--- src/common/adc_path_defines.svh ---
// register offsets, field positions, reset values and timing counts of the output path
// Function
// - channel A codes: normal, zeros, ones, ramp
// - toggle code alternates AAA and 555 words
// - custom code outputs user word; 110/111 unused
// - channel B has own identical pattern selector
// - format 11 offset binary, else twos complement
// - channel B gain half-dB steps, zero default
// - offset loop bit five enables correction
// - user word from two registers, six each
// - interface 11 selects CMOS, else LVDS
// - buffer disable tri-states B, A, all+clock
// - digital gate bit three enables digital functions
// - two-bit codes shift output clock edges
// - standby bit, fast wakeup about 50 us
// - global power down, slow wakeup 100 us
// - all registers reset to zero, multi-field writes
`ifndef ADC_PATH_DEFINES_SVH
`define ADC_PATH_DEFINES_SVH

`define REG_SERIAL_CTRL           8'h00
`define REG_CHAN_A_PATTERN        8'h25
`define REG_OUTPUT_NUMBER_FORMAT  8'h29
`define REG_CHAN_B_GAIN_PATTERN   8'h2B
`define REG_OFFSET_LOOP_ENABLE    8'h3D
`define REG_USER_WORD_UPPER       8'h3F
`define REG_USER_WORD_LOWER       8'h40
`define REG_INTERFACE_BUFFER_CTRL 8'h41
`define REG_OUT_CLOCK_EDGE_GATE   8'h42
`define REG_POWER_DRIVE_CTRL      8'h45
`define REG_CHAN_B_FAST_MODE      8'h4A
`define REG_CHAN_A_FAST_MODE      8'h58

`define REG_RESET_VALUE           8'h00

`define READOUT_BIT               0
`define SOFT_RESET_BIT            1
`define PATTERN_LSB               0
`define FORMAT_LSB                3
`define GAIN_LSB                  4
`define OFFSET_ON_BIT             5
`define UPPER_LSB                 0
`define LOWER_LSB                 2
`define IFACE_LSB                 6
`define CMOS_STRENGTH_LSB         4
`define TRISTATE_LSB              0
`define FALL_SHIFT_LSB            6
`define RISE_SHIFT_LSB            4
`define DIGITAL_ON_BIT            3
`define STANDBY_BIT               7
`define LVDS_CLK_STRENGTH_BIT     6
`define LVDS_DATA_STRENGTH_BIT    5
`define POWER_DOWN_BIT            2
`define FAST_MODE_BIT             0

`define FORMAT_OFFSET_BINARY      2'h3
`define IFACE_CMOS                2'h3
`define TRISTATE_CHAN_B           2'h1
`define TRISTATE_CHAN_A           2'h2
`define TRISTATE_ALL              2'h3
`define GAIN_MAX_CODE             4'hC
`define TOGGLE_WORD_EVEN          12'hAAA
`define TOGGLE_WORD_ODD           12'h555
`define SERIAL_FRAME_LAST_BIT     4'hF
`define SERIAL_ADDR_LAST_BIT      4'h7
`define SERIAL_DATA_FIRST_BIT     4'h9

`define CLK_RATE_MHZ              25
`define STANDBY_WAKE_US           50
`define POWER_DOWN_WAKE_US        100
`define STANDBY_WAKE_CYCLES       (`STANDBY_WAKE_US * `CLK_RATE_MHZ)
`define POWER_DOWN_WAKE_CYCLES    (`POWER_DOWN_WAKE_US * `CLK_RATE_MHZ)

`endif

--- src/common/adc_path_pkg.sv ---
// types shared by the serial port and the output path
package adc_path_pkg;

  typedef struct packed {
    logic       valid;
    logic [7:0] addr;
    logic [7:0] data;
  } reg_write_t;

  typedef enum logic [2:0] {
    PAT_NORMAL = 3'h0,
    PAT_ZEROS  = 3'h1,
    PAT_ONES   = 3'h2,
    PAT_TOGGLE = 3'h3,
    PAT_RAMP   = 3'h4,
    PAT_CUSTOM = 3'h5,
    PAT_UNUSED6 = 3'h6,
    PAT_UNUSED7 = 3'h7
  } pattern_t;

  typedef enum logic [1:0] {
    PWR_ON   = 2'h0,
    PWR_SLEEP = 2'h1,
    PWR_WAKE = 2'h3
  } power_state_t;

  typedef struct packed {
    logic        driveOff;
    logic [11:0] word;
  } lane_t;

endpackage : adc_path_pkg

--- src/core/serial_reg_port.sv ---
// serial programming port: frames of address then data, with optional readout
`timescale 1ns/100ps
`default_nettype none
`include "adc_path_defines.svh"
module serial_reg_port
  import adc_path_pkg::*;
(
  input  wire logic       clk,
  input  wire logic       rst,
  input  wire logic       sclkPin,
  input  wire logic       senNPin,
  input  wire logic       sdataPin,
  input  wire logic       readoutOn,
  input  wire logic [7:0] rdData,
  output reg_write_t      regWrite,
  output logic [7:0]      rdAddr,
  output logic            sdout,
  output logic            sdoutOe_n
);

  logic [2:0]  pinMeta;
  logic [2:0]  pinSync;
  logic        sclkLast;
  logic [3:0]  bitCount;
  logic [14:0] shiftIn;
  logic [7:0]  shiftOut;
  logic        loadPending;
  logic        sclkRise;
  logic        sclkFall;
  logic        frameOn;

  // two-stage synchroniser for sclk, sen_n and sdata
  always_ff @(posedge clk) begin
    if (rst) begin
      pinMeta <= 3'h2;
      pinSync <= 3'h2;
    end else begin
      pinMeta <= {sdataPin, senNPin, sclkPin};
      pinSync <= pinMeta;
    end
  end

  always_ff @(posedge clk) begin
    if (rst) begin
      sclkLast <= 1'b0;
    end else begin
      sclkLast <= pinSync[0];
    end
  end

  assign sclkRise = pinSync[0] & ~sclkLast;
  assign sclkFall = ~pinSync[0] & sclkLast;
  assign frameOn  = ~pinSync[1];

  always_ff @(posedge clk) begin
    if (rst || !frameOn) begin
      bitCount <= 4'h0;
      shiftIn  <= 15'h0000;
    end else if (sclkRise) begin
      bitCount <= bitCount + 4'h1;
      shiftIn  <= {shiftIn[13:0], pinSync[2]};
    end
  end

  // the whole byte of one frame is written at once, several fields together
  always_ff @(posedge clk) begin
    if (rst) begin
      regWrite <= '0;
    end else begin
      regWrite.valid <= frameOn && sclkRise && bitCount == `SERIAL_FRAME_LAST_BIT && !readoutOn;
      regWrite.addr  <= shiftIn[14:7];
      regWrite.data  <= {shiftIn[6:0], pinSync[2]};
    end
  end

  always_ff @(posedge clk) begin
    if (rst) begin
      rdAddr      <= 8'h00;
      loadPending <= 1'b0;
    end else begin
      loadPending <= frameOn && sclkRise && bitCount == `SERIAL_ADDR_LAST_BIT;
      if (frameOn && sclkRise && bitCount == `SERIAL_ADDR_LAST_BIT) begin
        rdAddr <= {shiftIn[6:0], pinSync[2]};
      end
    end
  end

  // readout data leaves msb first, moving on each falling sclk edge
  always_ff @(posedge clk) begin
    if (rst) begin
      shiftOut <= 8'h00;
    end else if (loadPending) begin
      shiftOut <= rdData;
    end else if (frameOn && sclkFall && bitCount >= `SERIAL_DATA_FIRST_BIT) begin
      shiftOut <= {shiftOut[6:0], 1'b0};
    end
  end

  assign sdout     = shiftOut[7];
  assign sdoutOe_n = ~readoutOn;

endmodule : serial_reg_port
`default_nettype wire

--- src/core/adc_output_path_config.sv ---
// configuration registers and digital output path of the dual-channel converter
`timescale 1ns/100ps
`default_nettype none
`include "adc_path_defines.svh"
module adc_output_path_config
  import adc_path_pkg::*;
(
  input  wire logic        clk,
  input  wire logic        rst,
  input  wire logic        sclkPin,
  input  wire logic        senNPin,
  input  wire logic        sdataPin,
  input  wire logic [11:0] chanARaw,
  input  wire logic [11:0] chanBRaw,
  output logic             sdout,
  output logic             sdoutOe_n,
  output logic [11:0]      chanAOut,
  output logic [11:0]      chanBOut,
  output logic             chanAOutOe_n,
  output logic             chanBOutOe_n,
  output logic             outClk,
  output logic             outClkOe_n,
  output logic             cmosMode,
  output logic [1:0]       fallShift,
  output logic [1:0]       riseShift,
  output logic [3:0]       chanBGainCode,
  output logic             offsetLoopActive,
  output logic             standbyActive,
  output logic             powerDownActive,
  output logic             chanBFastMode,
  output logic             chanAFastMode,
  output logic             converterReady
);

  localparam logic [11:0] STANDBY_WAKE = 12'(`STANDBY_WAKE_CYCLES);
  localparam logic [11:0] POWER_DOWN_WAKE = 12'(`POWER_DOWN_WAKE_CYCLES);

  reg_write_t   regWrite;
  logic [7:0]   rdAddr;
  logic [7:0]   rdData;
  logic         softReset;
  logic         clearRegs;

  logic         readoutOn;
  pattern_t     chanAPatternSelect;
  pattern_t     chanBPatternSelect;
  logic [1:0]   formatCode;
  logic [3:0]   chanBGain;
  logic         offsetLoopOn;
  logic [5:0]   userWordUpper;
  logic [5:0]   userWordLower;
  logic [1:0]   ifaceSelect;
  logic [1:0]   cmosClkStrength;
  logic [1:0]   bufferTristateSelect;
  logic [1:0]   outClockFallShift;
  logic [1:0]   outClockRiseShift;
  logic         digitalOn;
  logic         standbyBothChannels;
  logic         lvdsClkStrength;
  logic         lvdsDataStrength;
  logic         fullPowerDown;
  logic         chanBFastInput;
  logic         chanAFastInput;

  logic [11:0]  userWord;
  logic         togglePhase;
  logic [11:0]  rampWord;
  logic         sampleTick;
  power_state_t powerState;
  logic [11:0]  wakeCount;
  lane_t        next_laneA;
  lane_t        next_laneB;

  serial_reg_port port (
    .clk       (clk),
    .rst       (rst),
    .sclkPin   (sclkPin),
    .senNPin   (senNPin),
    .sdataPin  (sdataPin),
    .readoutOn (readoutOn),
    .rdData    (rdData),
    .regWrite  (regWrite),
    .rdAddr    (rdAddr),
    .sdout     (sdout),
    .sdoutOe_n (sdoutOe_n)
  );

  // substitutes a test word for converter data
  function automatic logic [11:0] patternWord(
    input pattern_t    sel,
    input logic [11:0] data,
    input logic        phase,
    input logic [11:0] ramp,
    input logic [11:0] custom
  );
    logic [11:0] word;
    word = data;
    unique case (sel)
      PAT_NORMAL:  word = data;
      PAT_ZEROS:   word = 12'h000;
      PAT_ONES:    word = 12'hFFF;
      PAT_TOGGLE:  word = phase ? `TOGGLE_WORD_ODD : `TOGGLE_WORD_EVEN;
      PAT_RAMP:    word = ramp;
      PAT_CUSTOM:  word = custom;
      PAT_UNUSED6: word = data;
      PAT_UNUSED7: word = data;
    endcase
    return word;
  endfunction : patternWord

  // converter data arrives in twos complement; offset binary flips the sign bit
  function automatic logic [11:0] numberFormat(
    input logic [11:0] data,
    input logic [1:0]  fmt
  );
    return (fmt == `FORMAT_OFFSET_BINARY) ? {~data[11], data[10:0]} : data;
  endfunction : numberFormat

  // one lane of output: test pattern when enabled, else formatted converter data
  function automatic lane_t laneWord(
    input pattern_t    sel,
    input logic [11:0] data,
    input logic        gate,
    input logic        driveOff
  );
    lane_t lane;
    lane.driveOff = driveOff;
    if (gate && sel != PAT_NORMAL) begin
      lane.word = patternWord(sel, data, togglePhase, rampWord, userWord);
    end else begin
      lane.word = numberFormat(data, formatCode);
    end
    return lane;
  endfunction : laneWord

  assign softReset = regWrite.valid && regWrite.addr == `REG_SERIAL_CTRL
                     && regWrite.data[`SOFT_RESET_BIT];
  assign clearRegs = rst || softReset;

  // register file; a soft reset clears every field and the bit itself is not kept
  always_ff @(posedge clk) begin
    if (clearRegs) begin
      readoutOn            <= 1'b0;
      chanAPatternSelect   <= PAT_NORMAL;
      chanBPatternSelect   <= PAT_NORMAL;
      formatCode           <= 2'h0;
      chanBGain            <= 4'h0;
      offsetLoopOn         <= 1'b0;
      userWordUpper        <= 6'h00;
      userWordLower        <= 6'h00;
      ifaceSelect          <= 2'h0;
      cmosClkStrength      <= 2'h0;
      bufferTristateSelect <= 2'h0;
      outClockFallShift    <= 2'h0;
      outClockRiseShift    <= 2'h0;
      digitalOn            <= 1'b0;
      standbyBothChannels  <= 1'b0;
      lvdsClkStrength      <= 1'b0;
      lvdsDataStrength     <= 1'b0;
      fullPowerDown        <= 1'b0;
      chanBFastInput       <= 1'b0;
      chanAFastInput       <= 1'b0;
    end else if (regWrite.valid) begin
      unique case (regWrite.addr)
        `REG_SERIAL_CTRL: begin
          readoutOn <= regWrite.data[`READOUT_BIT];
        end
        `REG_CHAN_A_PATTERN: begin
          chanAPatternSelect <= pattern_t'(regWrite.data[`PATTERN_LSB +: 3]);
        end
        `REG_OUTPUT_NUMBER_FORMAT: begin
          formatCode <= regWrite.data[`FORMAT_LSB +: 2];
        end
        `REG_CHAN_B_GAIN_PATTERN: begin
          chanBGain          <= regWrite.data[`GAIN_LSB +: 4];
          chanBPatternSelect <= pattern_t'(regWrite.data[`PATTERN_LSB +: 3]);
        end
        `REG_OFFSET_LOOP_ENABLE: begin
          offsetLoopOn <= regWrite.data[`OFFSET_ON_BIT];
        end
        `REG_USER_WORD_UPPER: begin
          userWordUpper <= regWrite.data[`UPPER_LSB +: 6];
        end
        `REG_USER_WORD_LOWER: begin
          userWordLower <= regWrite.data[`LOWER_LSB +: 6];
        end
        `REG_INTERFACE_BUFFER_CTRL: begin
          ifaceSelect          <= regWrite.data[`IFACE_LSB +: 2];
          cmosClkStrength      <= regWrite.data[`CMOS_STRENGTH_LSB +: 2];
          bufferTristateSelect <= regWrite.data[`TRISTATE_LSB +: 2];
        end
        `REG_OUT_CLOCK_EDGE_GATE: begin
          outClockFallShift <= regWrite.data[`FALL_SHIFT_LSB +: 2];
          outClockRiseShift <= regWrite.data[`RISE_SHIFT_LSB +: 2];
          digitalOn         <= regWrite.data[`DIGITAL_ON_BIT];
        end
        `REG_POWER_DRIVE_CTRL: begin
          standbyBothChannels <= regWrite.data[`STANDBY_BIT];
          lvdsClkStrength     <= regWrite.data[`LVDS_CLK_STRENGTH_BIT];
          lvdsDataStrength    <= regWrite.data[`LVDS_DATA_STRENGTH_BIT];
          fullPowerDown       <= regWrite.data[`POWER_DOWN_BIT];
        end
        `REG_CHAN_B_FAST_MODE: begin
          chanBFastInput <= regWrite.data[`FAST_MODE_BIT];
        end
        `REG_CHAN_A_FAST_MODE: begin
          chanAFastInput <= regWrite.data[`FAST_MODE_BIT];
        end
        default: begin
        end
      endcase
    end
  end

  // readback of the held fields; reserved bits read as zero
  always_comb begin
    rdData = 8'h00;
    unique case (rdAddr)
      `REG_SERIAL_CTRL:           rdData[`READOUT_BIT] = readoutOn;
      `REG_CHAN_A_PATTERN:        rdData[`PATTERN_LSB +: 3] = chanAPatternSelect;
      `REG_OUTPUT_NUMBER_FORMAT:  rdData[`FORMAT_LSB +: 2] = formatCode;
      `REG_CHAN_B_GAIN_PATTERN:   rdData = {chanBGain, 1'b0, chanBPatternSelect};
      `REG_OFFSET_LOOP_ENABLE:    rdData[`OFFSET_ON_BIT] = offsetLoopOn;
      `REG_USER_WORD_UPPER:       rdData[`UPPER_LSB +: 6] = userWordUpper;
      `REG_USER_WORD_LOWER:       rdData[`LOWER_LSB +: 6] = userWordLower;
      `REG_INTERFACE_BUFFER_CTRL: rdData = {ifaceSelect, cmosClkStrength, 2'h0,
                                            bufferTristateSelect};
      `REG_OUT_CLOCK_EDGE_GATE:   rdData = {outClockFallShift, outClockRiseShift,
                                            digitalOn, 3'h0};
      `REG_POWER_DRIVE_CTRL:      rdData = {standbyBothChannels, lvdsClkStrength,
                                            lvdsDataStrength, 2'h0, fullPowerDown, 2'h0};
      `REG_CHAN_B_FAST_MODE:      rdData[`FAST_MODE_BIT] = chanBFastInput;
      `REG_CHAN_A_FAST_MODE:      rdData[`FAST_MODE_BIT] = chanAFastInput;
      default:                    rdData = 8'h00;
    endcase
  end

  assign userWord = {userWordUpper, userWordLower};

  // output clock runs at half the core clock; words launch as it falls
  always_ff @(posedge clk) begin
    if (rst) begin
      outClk <= 1'b0;
    end else begin
      outClk <= ~outClk;
    end
  end

  assign sampleTick = outClk;

  always_ff @(posedge clk) begin
    if (rst) begin
      togglePhase <= 1'b0;
    end else if (sampleTick) begin
      togglePhase <= ~togglePhase;
    end
  end

  // ramp steps once per sample and rolls over from FFF to 000
  always_ff @(posedge clk) begin
    if (rst) begin
      rampWord <= 12'h000;
    end else if (sampleTick) begin
      rampWord <= rampWord + 12'h001;
    end
  end

  always_comb begin
    next_laneA = laneWord(chanAPatternSelect, chanARaw, digitalOn,
                          fullPowerDown || bufferTristateSelect == `TRISTATE_CHAN_A
                          || bufferTristateSelect == `TRISTATE_ALL);
    next_laneB = laneWord(chanBPatternSelect, chanBRaw, digitalOn,
                          fullPowerDown || bufferTristateSelect == `TRISTATE_CHAN_B
                          || bufferTristateSelect == `TRISTATE_ALL);
  end

  always_ff @(posedge clk) begin
    if (rst) begin
      chanAOut <= 12'h000;
      chanBOut <= 12'h000;
    end else if (sampleTick) begin
      chanAOut <= next_laneA.word;
      chanBOut <= next_laneB.word;
    end
  end

  always_ff @(posedge clk) begin
    if (rst) begin
      chanAOutOe_n <= 1'b0;
      chanBOutOe_n <= 1'b0;
      outClkOe_n   <= 1'b0;
    end else begin
      chanAOutOe_n <= next_laneA.driveOff;
      chanBOutOe_n <= next_laneB.driveOff;
      outClkOe_n   <= fullPowerDown || bufferTristateSelect == `TRISTATE_ALL;
    end
  end

  // controls handed to the analog and interface sections
  always_ff @(posedge clk) begin
    if (rst) begin
      cmosMode         <= 1'b0;
      fallShift        <= 2'h0;
      riseShift        <= 2'h0;
      chanBGainCode    <= 4'h0;
      offsetLoopActive <= 1'b0;
      chanBFastMode    <= 1'b0;
      chanAFastMode    <= 1'b0;
    end else begin
      cmosMode         <= ifaceSelect == `IFACE_CMOS;
      fallShift        <= outClockFallShift;
      riseShift        <= outClockRiseShift;
      chanBGainCode    <= !digitalOn ? 4'h0 :
                          (chanBGain > `GAIN_MAX_CODE) ? `GAIN_MAX_CODE : chanBGain;
      offsetLoopActive <= digitalOn && offsetLoopOn;
      chanBFastMode    <= chanBFastInput;
      chanAFastMode    <= chanAFastInput;
    end
  end

  // sleep while either bit is set, then count the wake time of the deeper mode
  always_ff @(posedge clk) begin
    if (rst) begin
      powerState <= PWR_ON;
      wakeCount  <= 12'h000;
    end else begin
      unique case (powerState)
        PWR_ON: begin
          if (fullPowerDown || standbyBothChannels) begin
            powerState <= PWR_SLEEP;
          end
        end
        PWR_SLEEP: begin
          if (fullPowerDown) begin
            wakeCount <= POWER_DOWN_WAKE - 12'h001;
          end else if (standbyBothChannels) begin
            wakeCount <= (wakeCount > STANDBY_WAKE) ? wakeCount : STANDBY_WAKE - 12'h001;
          end else begin
            powerState <= PWR_WAKE;
          end
        end
        PWR_WAKE: begin
          if (fullPowerDown || standbyBothChannels) begin
            powerState <= PWR_SLEEP;
          end else if (wakeCount == 12'h000) begin
            powerState <= PWR_ON;
          end else begin
            wakeCount <= wakeCount - 12'h001;
          end
        end
        default: begin
          powerState <= PWR_ON;
        end
      endcase
    end
  end

  always_ff @(posedge clk) begin
    if (rst) begin
      standbyActive   <= 1'b0;
      powerDownActive <= 1'b0;
      converterReady  <= 1'b0;
    end else begin
      standbyActive   <= standbyBothChannels;
      powerDownActive <= fullPowerDown;
      converterReady  <= powerState == PWR_ON;
    end
  end

endmodule : adc_output_path_config
`default_nettype wire

--- config.mk ---
export PLATFORM = sky130hd
export DESIGN_NAME = adc_output_path_config
export DESIGN_NICKNAME = d
export VERILOG_FILES = /design/src/common/adc_path_pkg.sv /design/src/core/serial_reg_port.sv /design/src/core/adc_output_path_config.sv
export VERILOG_INCLUDE_DIRS = /design/src /design/src/common
export SDC_FILE = /design/constraint.sdc
export NUM_CORES = 1
export LEC_CHECK = 0
export BUFFER_PORTS_ARGS = -buffer_cell sky130_fd_sc_hd__buf_4
export CAP_MARGIN = 20
export CORE_ASPECT_RATIO = 0.9
export CORE_UTILIZATION = 60
export DETAILED_ROUTE_END_ITERATION = 12
export PLACE_DENSITY = 0.84
export REMOVE_ABC_BUFFERS = 1
export SETUP_SLACK_MARGIN = 0.3
export SKIP_LAST_GASP = 1
export SYNTH_ARGS = -nofsm -noshare
export SYNTH_HDL_FRONTEND = slang
export SYNTH_HIERARCHICAL = 1
export SYNTH_SLANG_ARGS = --single-unit
export TNS_END_PERCENT = 20
--- constraint.sdc ---
create_clock -name clk -period 4.8 [get_ports clk]
set_input_delay 0.48 -clock clk [delete_from_list [all_inputs] [get_ports clk]]
set_output_delay 0.48 -clock clk [all_outputs]
set_load 0.02 [all_outputs]
=== Word level (Yosys, flattened, before mapping) ===
Cells that the tools add are included.

* Add/sub/neg operators: 3
* $lt $le $gt $ge: 3
* Equality and inequality tests: 53
* Muxes and demuxes: 28
* Bitwise operators: 11
* Reductions and logical operators: 48

{| class="wikitable"
|+ Operators with widths
! kind !! number
|-
| one-hot mux 12 bit (6 select lines) || 2
|-
| 2-to-1 mux 12 bit || 10
|-
| == test 8 x 7 -> 1 bit (second input constant) || 12
|-
| == test 8 x 6 -> 1 bit (second input constant) || 10
|-
| == test 3 bit (second input constant) || 8
|-
| one-hot mux 12 bit (2 select lines) || 1
|-
| AND reduction 2 bit || 12
|-
| logical NOT 8 bit || 2
|-
| 2-to-1 mux 8 bit || 2
|-
| one-hot mux 1 bit (7 select lines) || 2
|-
| adder 12 x 1 -> 12 bit (second input constant) || 1
|-
| == test 3 x 2 -> 1 bit (second input constant) || 4
|-
| > comparator 12 x 11 -> 1 bit (second input constant) || 1
|-
| logical NOT 12 bit || 1
|-
| one-hot mux 2 bit (6 select lines) || 1
|-
| subtractor 12 x 1 -> 12 bit (second input constant) || 1
|-
| logical AND 1 bit || 11
|-
| == test 2 bit (second input constant) || 5
|-
| 2-to-1 mux 2 bit || 5
|-
| inequality test 2 bit (second input constant) || 5
|-
| one-hot mux 2 bit (5 select lines) || 1
|-
| inequality test 3 bit (second input constant) || 3
|-
| inverter 1 bit || 9
|-
| OR reduction 3 bit || 3
|-
| 21 further kinds || 34
|}

* Flip-flop bits (word level): 173
* Input port bits: 29
* Output and inout bits: 45
* Logic and storage cells: 198

=== Depth between registers and ports, before layout ===
* Depth after elaboration: 6
* Gate-level depth with buffers: 9

=== By module ===
Netlist, hierarchy kept.

{| class="wikitable"
|+ Modules (own cells, without submodules)
! module !! instances !! cells an instance !! area each (µm²)
|-
| adc_output_path_config || 1 || 640 || 5596.6
|-
| serial_reg_port || 1 || 233 || 2169.6
|}

=== Worst setup path before layout ===
No wires, ideal clock.

* Path kind: reg-to-reg
* Start: register wakeCount[0]
* End: register wakeCount[7]
* Setup time: 0.115 ns
* Arrival time: 1.738 ns
* Required time: 4.685 ns
* Path slack: 2.947 ns
* Cell stages (with the launch flop): 8
* Clock period less this slack: 1.853 ns
* Cell sequence: dfxtp_1 > inv_1 > ha_1 > and4_1 > buf_6 > or3_4 > o31a_2 > o21ba_1

* Longest elaborated chain between the ends: 4
* Elaborated cells between the ends (all ways): 9
* Those cells by class: add/sub (1); order compare (1); eq/ne (2); mux (3); reduce/logical (2)

{| class="wikitable"
|+ Ends and longest elaborated chain
! element !! line !! source
|-
| from (decl) || adc_output_path_config.sv:70 || <nowiki>logic [11:0] wakeCount;</nowiki>
|-
| from (signal assigned) || adc_output_path_config.sv:335 || <nowiki>wakeCount <= POWER_DOWN_WAKE - 12'h001;</nowiki>
|-
| from (signal assigned) || adc_output_path_config.sv:337 || <nowiki>wakeCount <= (wakeCount > STANDBY_WAKE) ? wakeCount : STANDBY_WAKE - 12'h001;</nowiki>
|-
| from (signal assigned) || adc_output_path_config.sv:348 || <nowiki>wakeCount <= wakeCount - 12'h001;</nowiki>
|-
| subtractor 12 x 1 -> 12 bit || adc_output_path_config.sv:348 ||
|-
| 2-to-1 mux 12 bit || adc_output_path_config.sv:345 || <nowiki>end else if (wakeCount == 12'h000) begin</nowiki>
|-
| 2-to-1 mux 12 bit || adc_output_path_config.sv:343 || <nowiki>if (fullPowerDown || standbyBothChannels) begin</nowiki>
|-
| one-hot mux 12 bit (2 select lines) || adc_output_path_config.sv:327 || <nowiki>unique case (powerState)</nowiki>
|}

Several ways; a longest one is shown, not always the timed one. The select of a mux whose other input is x is not followed.
A chain may end at the register's enable or synchronous reset.

=== Worst setup path after layout ===
* Start: register port.rdAddr[2]
* End: register port.shiftOut[4]

* Longest elaborated chain between the ends: 3
* Elaborated cells between the ends (all ways): 8
* Those cells by class: eq/ne (6); mux (2)

{| class="wikitable"
|+ Ends and longest elaborated chain
! element !! line !! source
|-
| from (decl) || serial_reg_port.sv:16 || <nowiki>output logic [7:0] rdAddr,</nowiki>
|-
| from (signal assigned) || serial_reg_port.sv:83 || <nowiki>rdAddr <= {shiftIn[6:0], pinSync[2]};</nowiki>
|-
| == test 8 x 7 -> 1 bit / == test 8 x 6 -> 1 bit (equally long branches) || adc_output_path_config.sv:218 || <nowiki>unique case (rdAddr)</nowiki>
|-
| one-hot mux 2 bit (6 select lines) * || adc_output_path_config.sv:218 ||
|-
| net rdData[4] || adc_output_path_config.sv:40 || <nowiki>logic [7:0] rdData;</nowiki>
|-
| 2-to-1 mux 8 bit * || serial_reg_port.sv:92 || <nowiki>end else if (loadPending) begin</nowiki>
|-
| to (signal assigned) || serial_reg_port.sv:93 || <nowiki>shiftOut <= rdData;</nowiki>
|-
| to (signal assigned) || serial_reg_port.sv:95 || <nowiki>shiftOut <= {shiftOut[6:0], 1'b0};</nowiki>
|-
| to (decl) || serial_reg_port.sv:26 || <nowiki>logic [7:0] shiftOut;</nowiki>
|}

Mark *: on every way through the listed nets, which the timed path passes. The rest lies on a longest branch.

==> results.cfg <==
[status]
outcome = finished clean

[power]
combPwrFrac_pct = 4.5
p_seq_share_pct = 48.3
vdd.ir_drop.worst_mv = 0.290
swShare_pct = 21.1
internal_power_mw = 2.41
power.density_nw_per_um2 = 343
clkPwrFrac_pct = 47.2
leakagePower_nw = 3.30
power.total_mw = 3.06
switchingPower_mw = 0.646

[drt]
via_count = 6682
drc_errors = 0
ant_nets = 0
routed_wl_um = 18700
viasPerCell = 6.14
drtPass1Iterations = 5
avgRoutedWirePerCell_um = 17.2
drt_iter0_drc = 731

[logic_synthesis]
synthCells = 873
ys_seq_elements = 173
synth-async-reset-ratio_pct = 0
synth_cell_types = 71
synth_area_sq_um = 7770
yosys_warnings = 6
yosysSeqAreaShare_pct = 44.6
synthFlopType = dfxtp_1
synth_edf_count = 0
avgSynthCellArea_sq_um = 8.90

[clocking]
clock_latency_ns = 0.43
cts_resized = 0
cts_setup_buffers = 0
htree_num_levels = 4
cts_tree = done
cts_root_buffer = clkbuf_16
clk_pin_slew_ns = 0.06
clock-sinks = 173
cts-buffers-inserted = 17
clockBufferDepth = 2
cts_hold_buf = 0

[min_path]
hold_path.class = in -> reg

[grt]
grt_pass1_vias = 5769
grt_pass1_wl_um = 29600
grt_util_all_layers_pct = 28.7
grt_antenna_before_repair = 0
grt_overflow_total = 0
grt_max_degree = 69

[timing]
fin_skew_ns = 0.00799
max_freq_mhz = 430
fin_crit_sh_pct = 48.4
finalSetupTns_ns = 0
hold_ws_ns = 0.233
hold_viol_final = 0
worstMarginPinSlew_ns = 1.09
max_slew_margin_pct = 26.9
rsz0062_at_grt = no
drv_slew = 0
period_minus_slack_ns = 2.32
setup_viol = 0

[placed_design]
hpwl_um = 12700
gp_congestion = 0.941
portBuffers = 73
placed_area_sq_um = 8300

[setup_path]
cpMaxStageDelayCell = nor3b_1
path_class = reg -> reg
end_kind = flop
critPathMaxFanout = 17
worstPathRequired_ns = 5.12
startpoint_type = flop
critPathArrivalTime_ns = 2.64
path_cells = nor2_1, nand3_1, nor3b_1, a222oi_1, o21ai_0, nor2b_1, a2111oi_2
slowest_delay_ns = 0.62

[floorplanning]
core-area_sq_um = 12600
start_util_pct = 61.4
die_w_um = 122
rows = 39
io-pin-count = 74
die-area_sq_um = 13400
die_y_um = 110

[cells_and_area]
layout_commonest_cell = dfxtp_1
drive_above_1_share_pct = 14.1
finalNetCount = 949
n_antenna_cell = 0
design_area_sq_um = 8920
layout_common_cells = 172 x dfxtp_1, 110 x nor2_1, 78 x buf_4
area_growth_syn_to_layout_pct = 14.9

[flow_run]
maxCapViolations = 0
cell families (layout without fill, tap and decap cells):
kind of cell,count (synthesis),after routing,share of synthesized area (%)
buf+inv,70,122,3.95
simple gates,342,342,22.6
compound gates,198,198,17.3
flops,173,173,44.6
fa+ha+maj,7,7,1.13
xor+xnor,14,14,1.58
mux,69,69,8.89
synthesized netlist by cell type (10+ instances only):
master	n	share of area (%)
dfxtp_1	173	45
o21ai_0	45	2.9
nor3_1	12	0.77
clkbuf_1	34	1.6
mux2i_1	69	8.9
a211oi_1	25	2.4
a22oi_1	28	2.7
nor4_1	11	0.89
nor2b_1	49	3.9
a21oi_1	43	2.8
nand2_1	69	3.3
buf_2	12	0.77
nand3_1	23	1.5
nor2_1	110	5.3
and3_1	10	0.81
inv_1	13	0.63
critical path: cells and delay by family (launching register included):
family	cells	cell delay, ns
AND/OR/NAND/NOR	4	1.06
AO/OA/AOI/OAI	3	0.68
flip-flops	1	0.47
path summary, 6_finish.rpt:
kind	end	slack, ns	startpoint	cells after the start
max reg2reg	port/shiftOut[4]	2.48	port/rdAddr[2]	7
min reg2reg	port/pinSync[1]	0.41	port/pinMeta[1]	1
min	port/pinMeta[1]	0.23	senNPin	2
max	port/shiftOut[4]	2.48	port/rdAddr[2]	7
state kept, by name, indices dropped and copies added (netlist names), 8 cells and up:
name           count
rampWord          12
port/rdAddr        8
wakeCount         12
chanBOut          12
port/shiftIn      15
chanAOut          12
port/shiftOut      8
port/regWrite     17
stage by stage:
stage	utilization, %	setup slack [ns]	std cells
2_1_floorplan	-	2.52	816
3_3_place_gp	65.7	2.69	1058
3_5_place_dp	65.7	2.55	1058
4_1_cts	70.6	2.52	1089
5_1_grt	70.6	2.31	1089
6_report	70.6	2.48	1089
per-layer routing:
layer	up-vias	wire length (um)	GRT usage, %
li1	3202	-	-
met1	3182	8450	40.8
met2	278	8500	43.4
met3	20	1530	6.69
met4	0	203	7.23
met5	-	0	0
power by group through the flow:
| stage | sequential [mW] | combinational [mW] | clock, mW |
|---|---|---|---|
| after global routing | 1.48 | 0.153 | 1.52 |
| after floorplan | 1.53 | 0.0443 | 0 |
| after detailed placement | 1.51 | 0.138 | 0 |
| after global placement | 1.51 | 0.137 | 0 |
| final | 1.48 | 0.139 | 1.44 |
| after CTS | 1.48 | 0.139 | 1.46 |
layout make-up:
type / count / area [sq um]
clock buffers: 21 / 460
clock inverters: 10 / 164
fillers: 979 / 3710
inverters: 13 / 48.8
multi-input cells: 630 / 4000
flip-flops and latches: 173 / 3460
well taps: 164 / 205
repair buffers: 78 / 586
No activity file was read; power rests on OpenSTA's default activity.
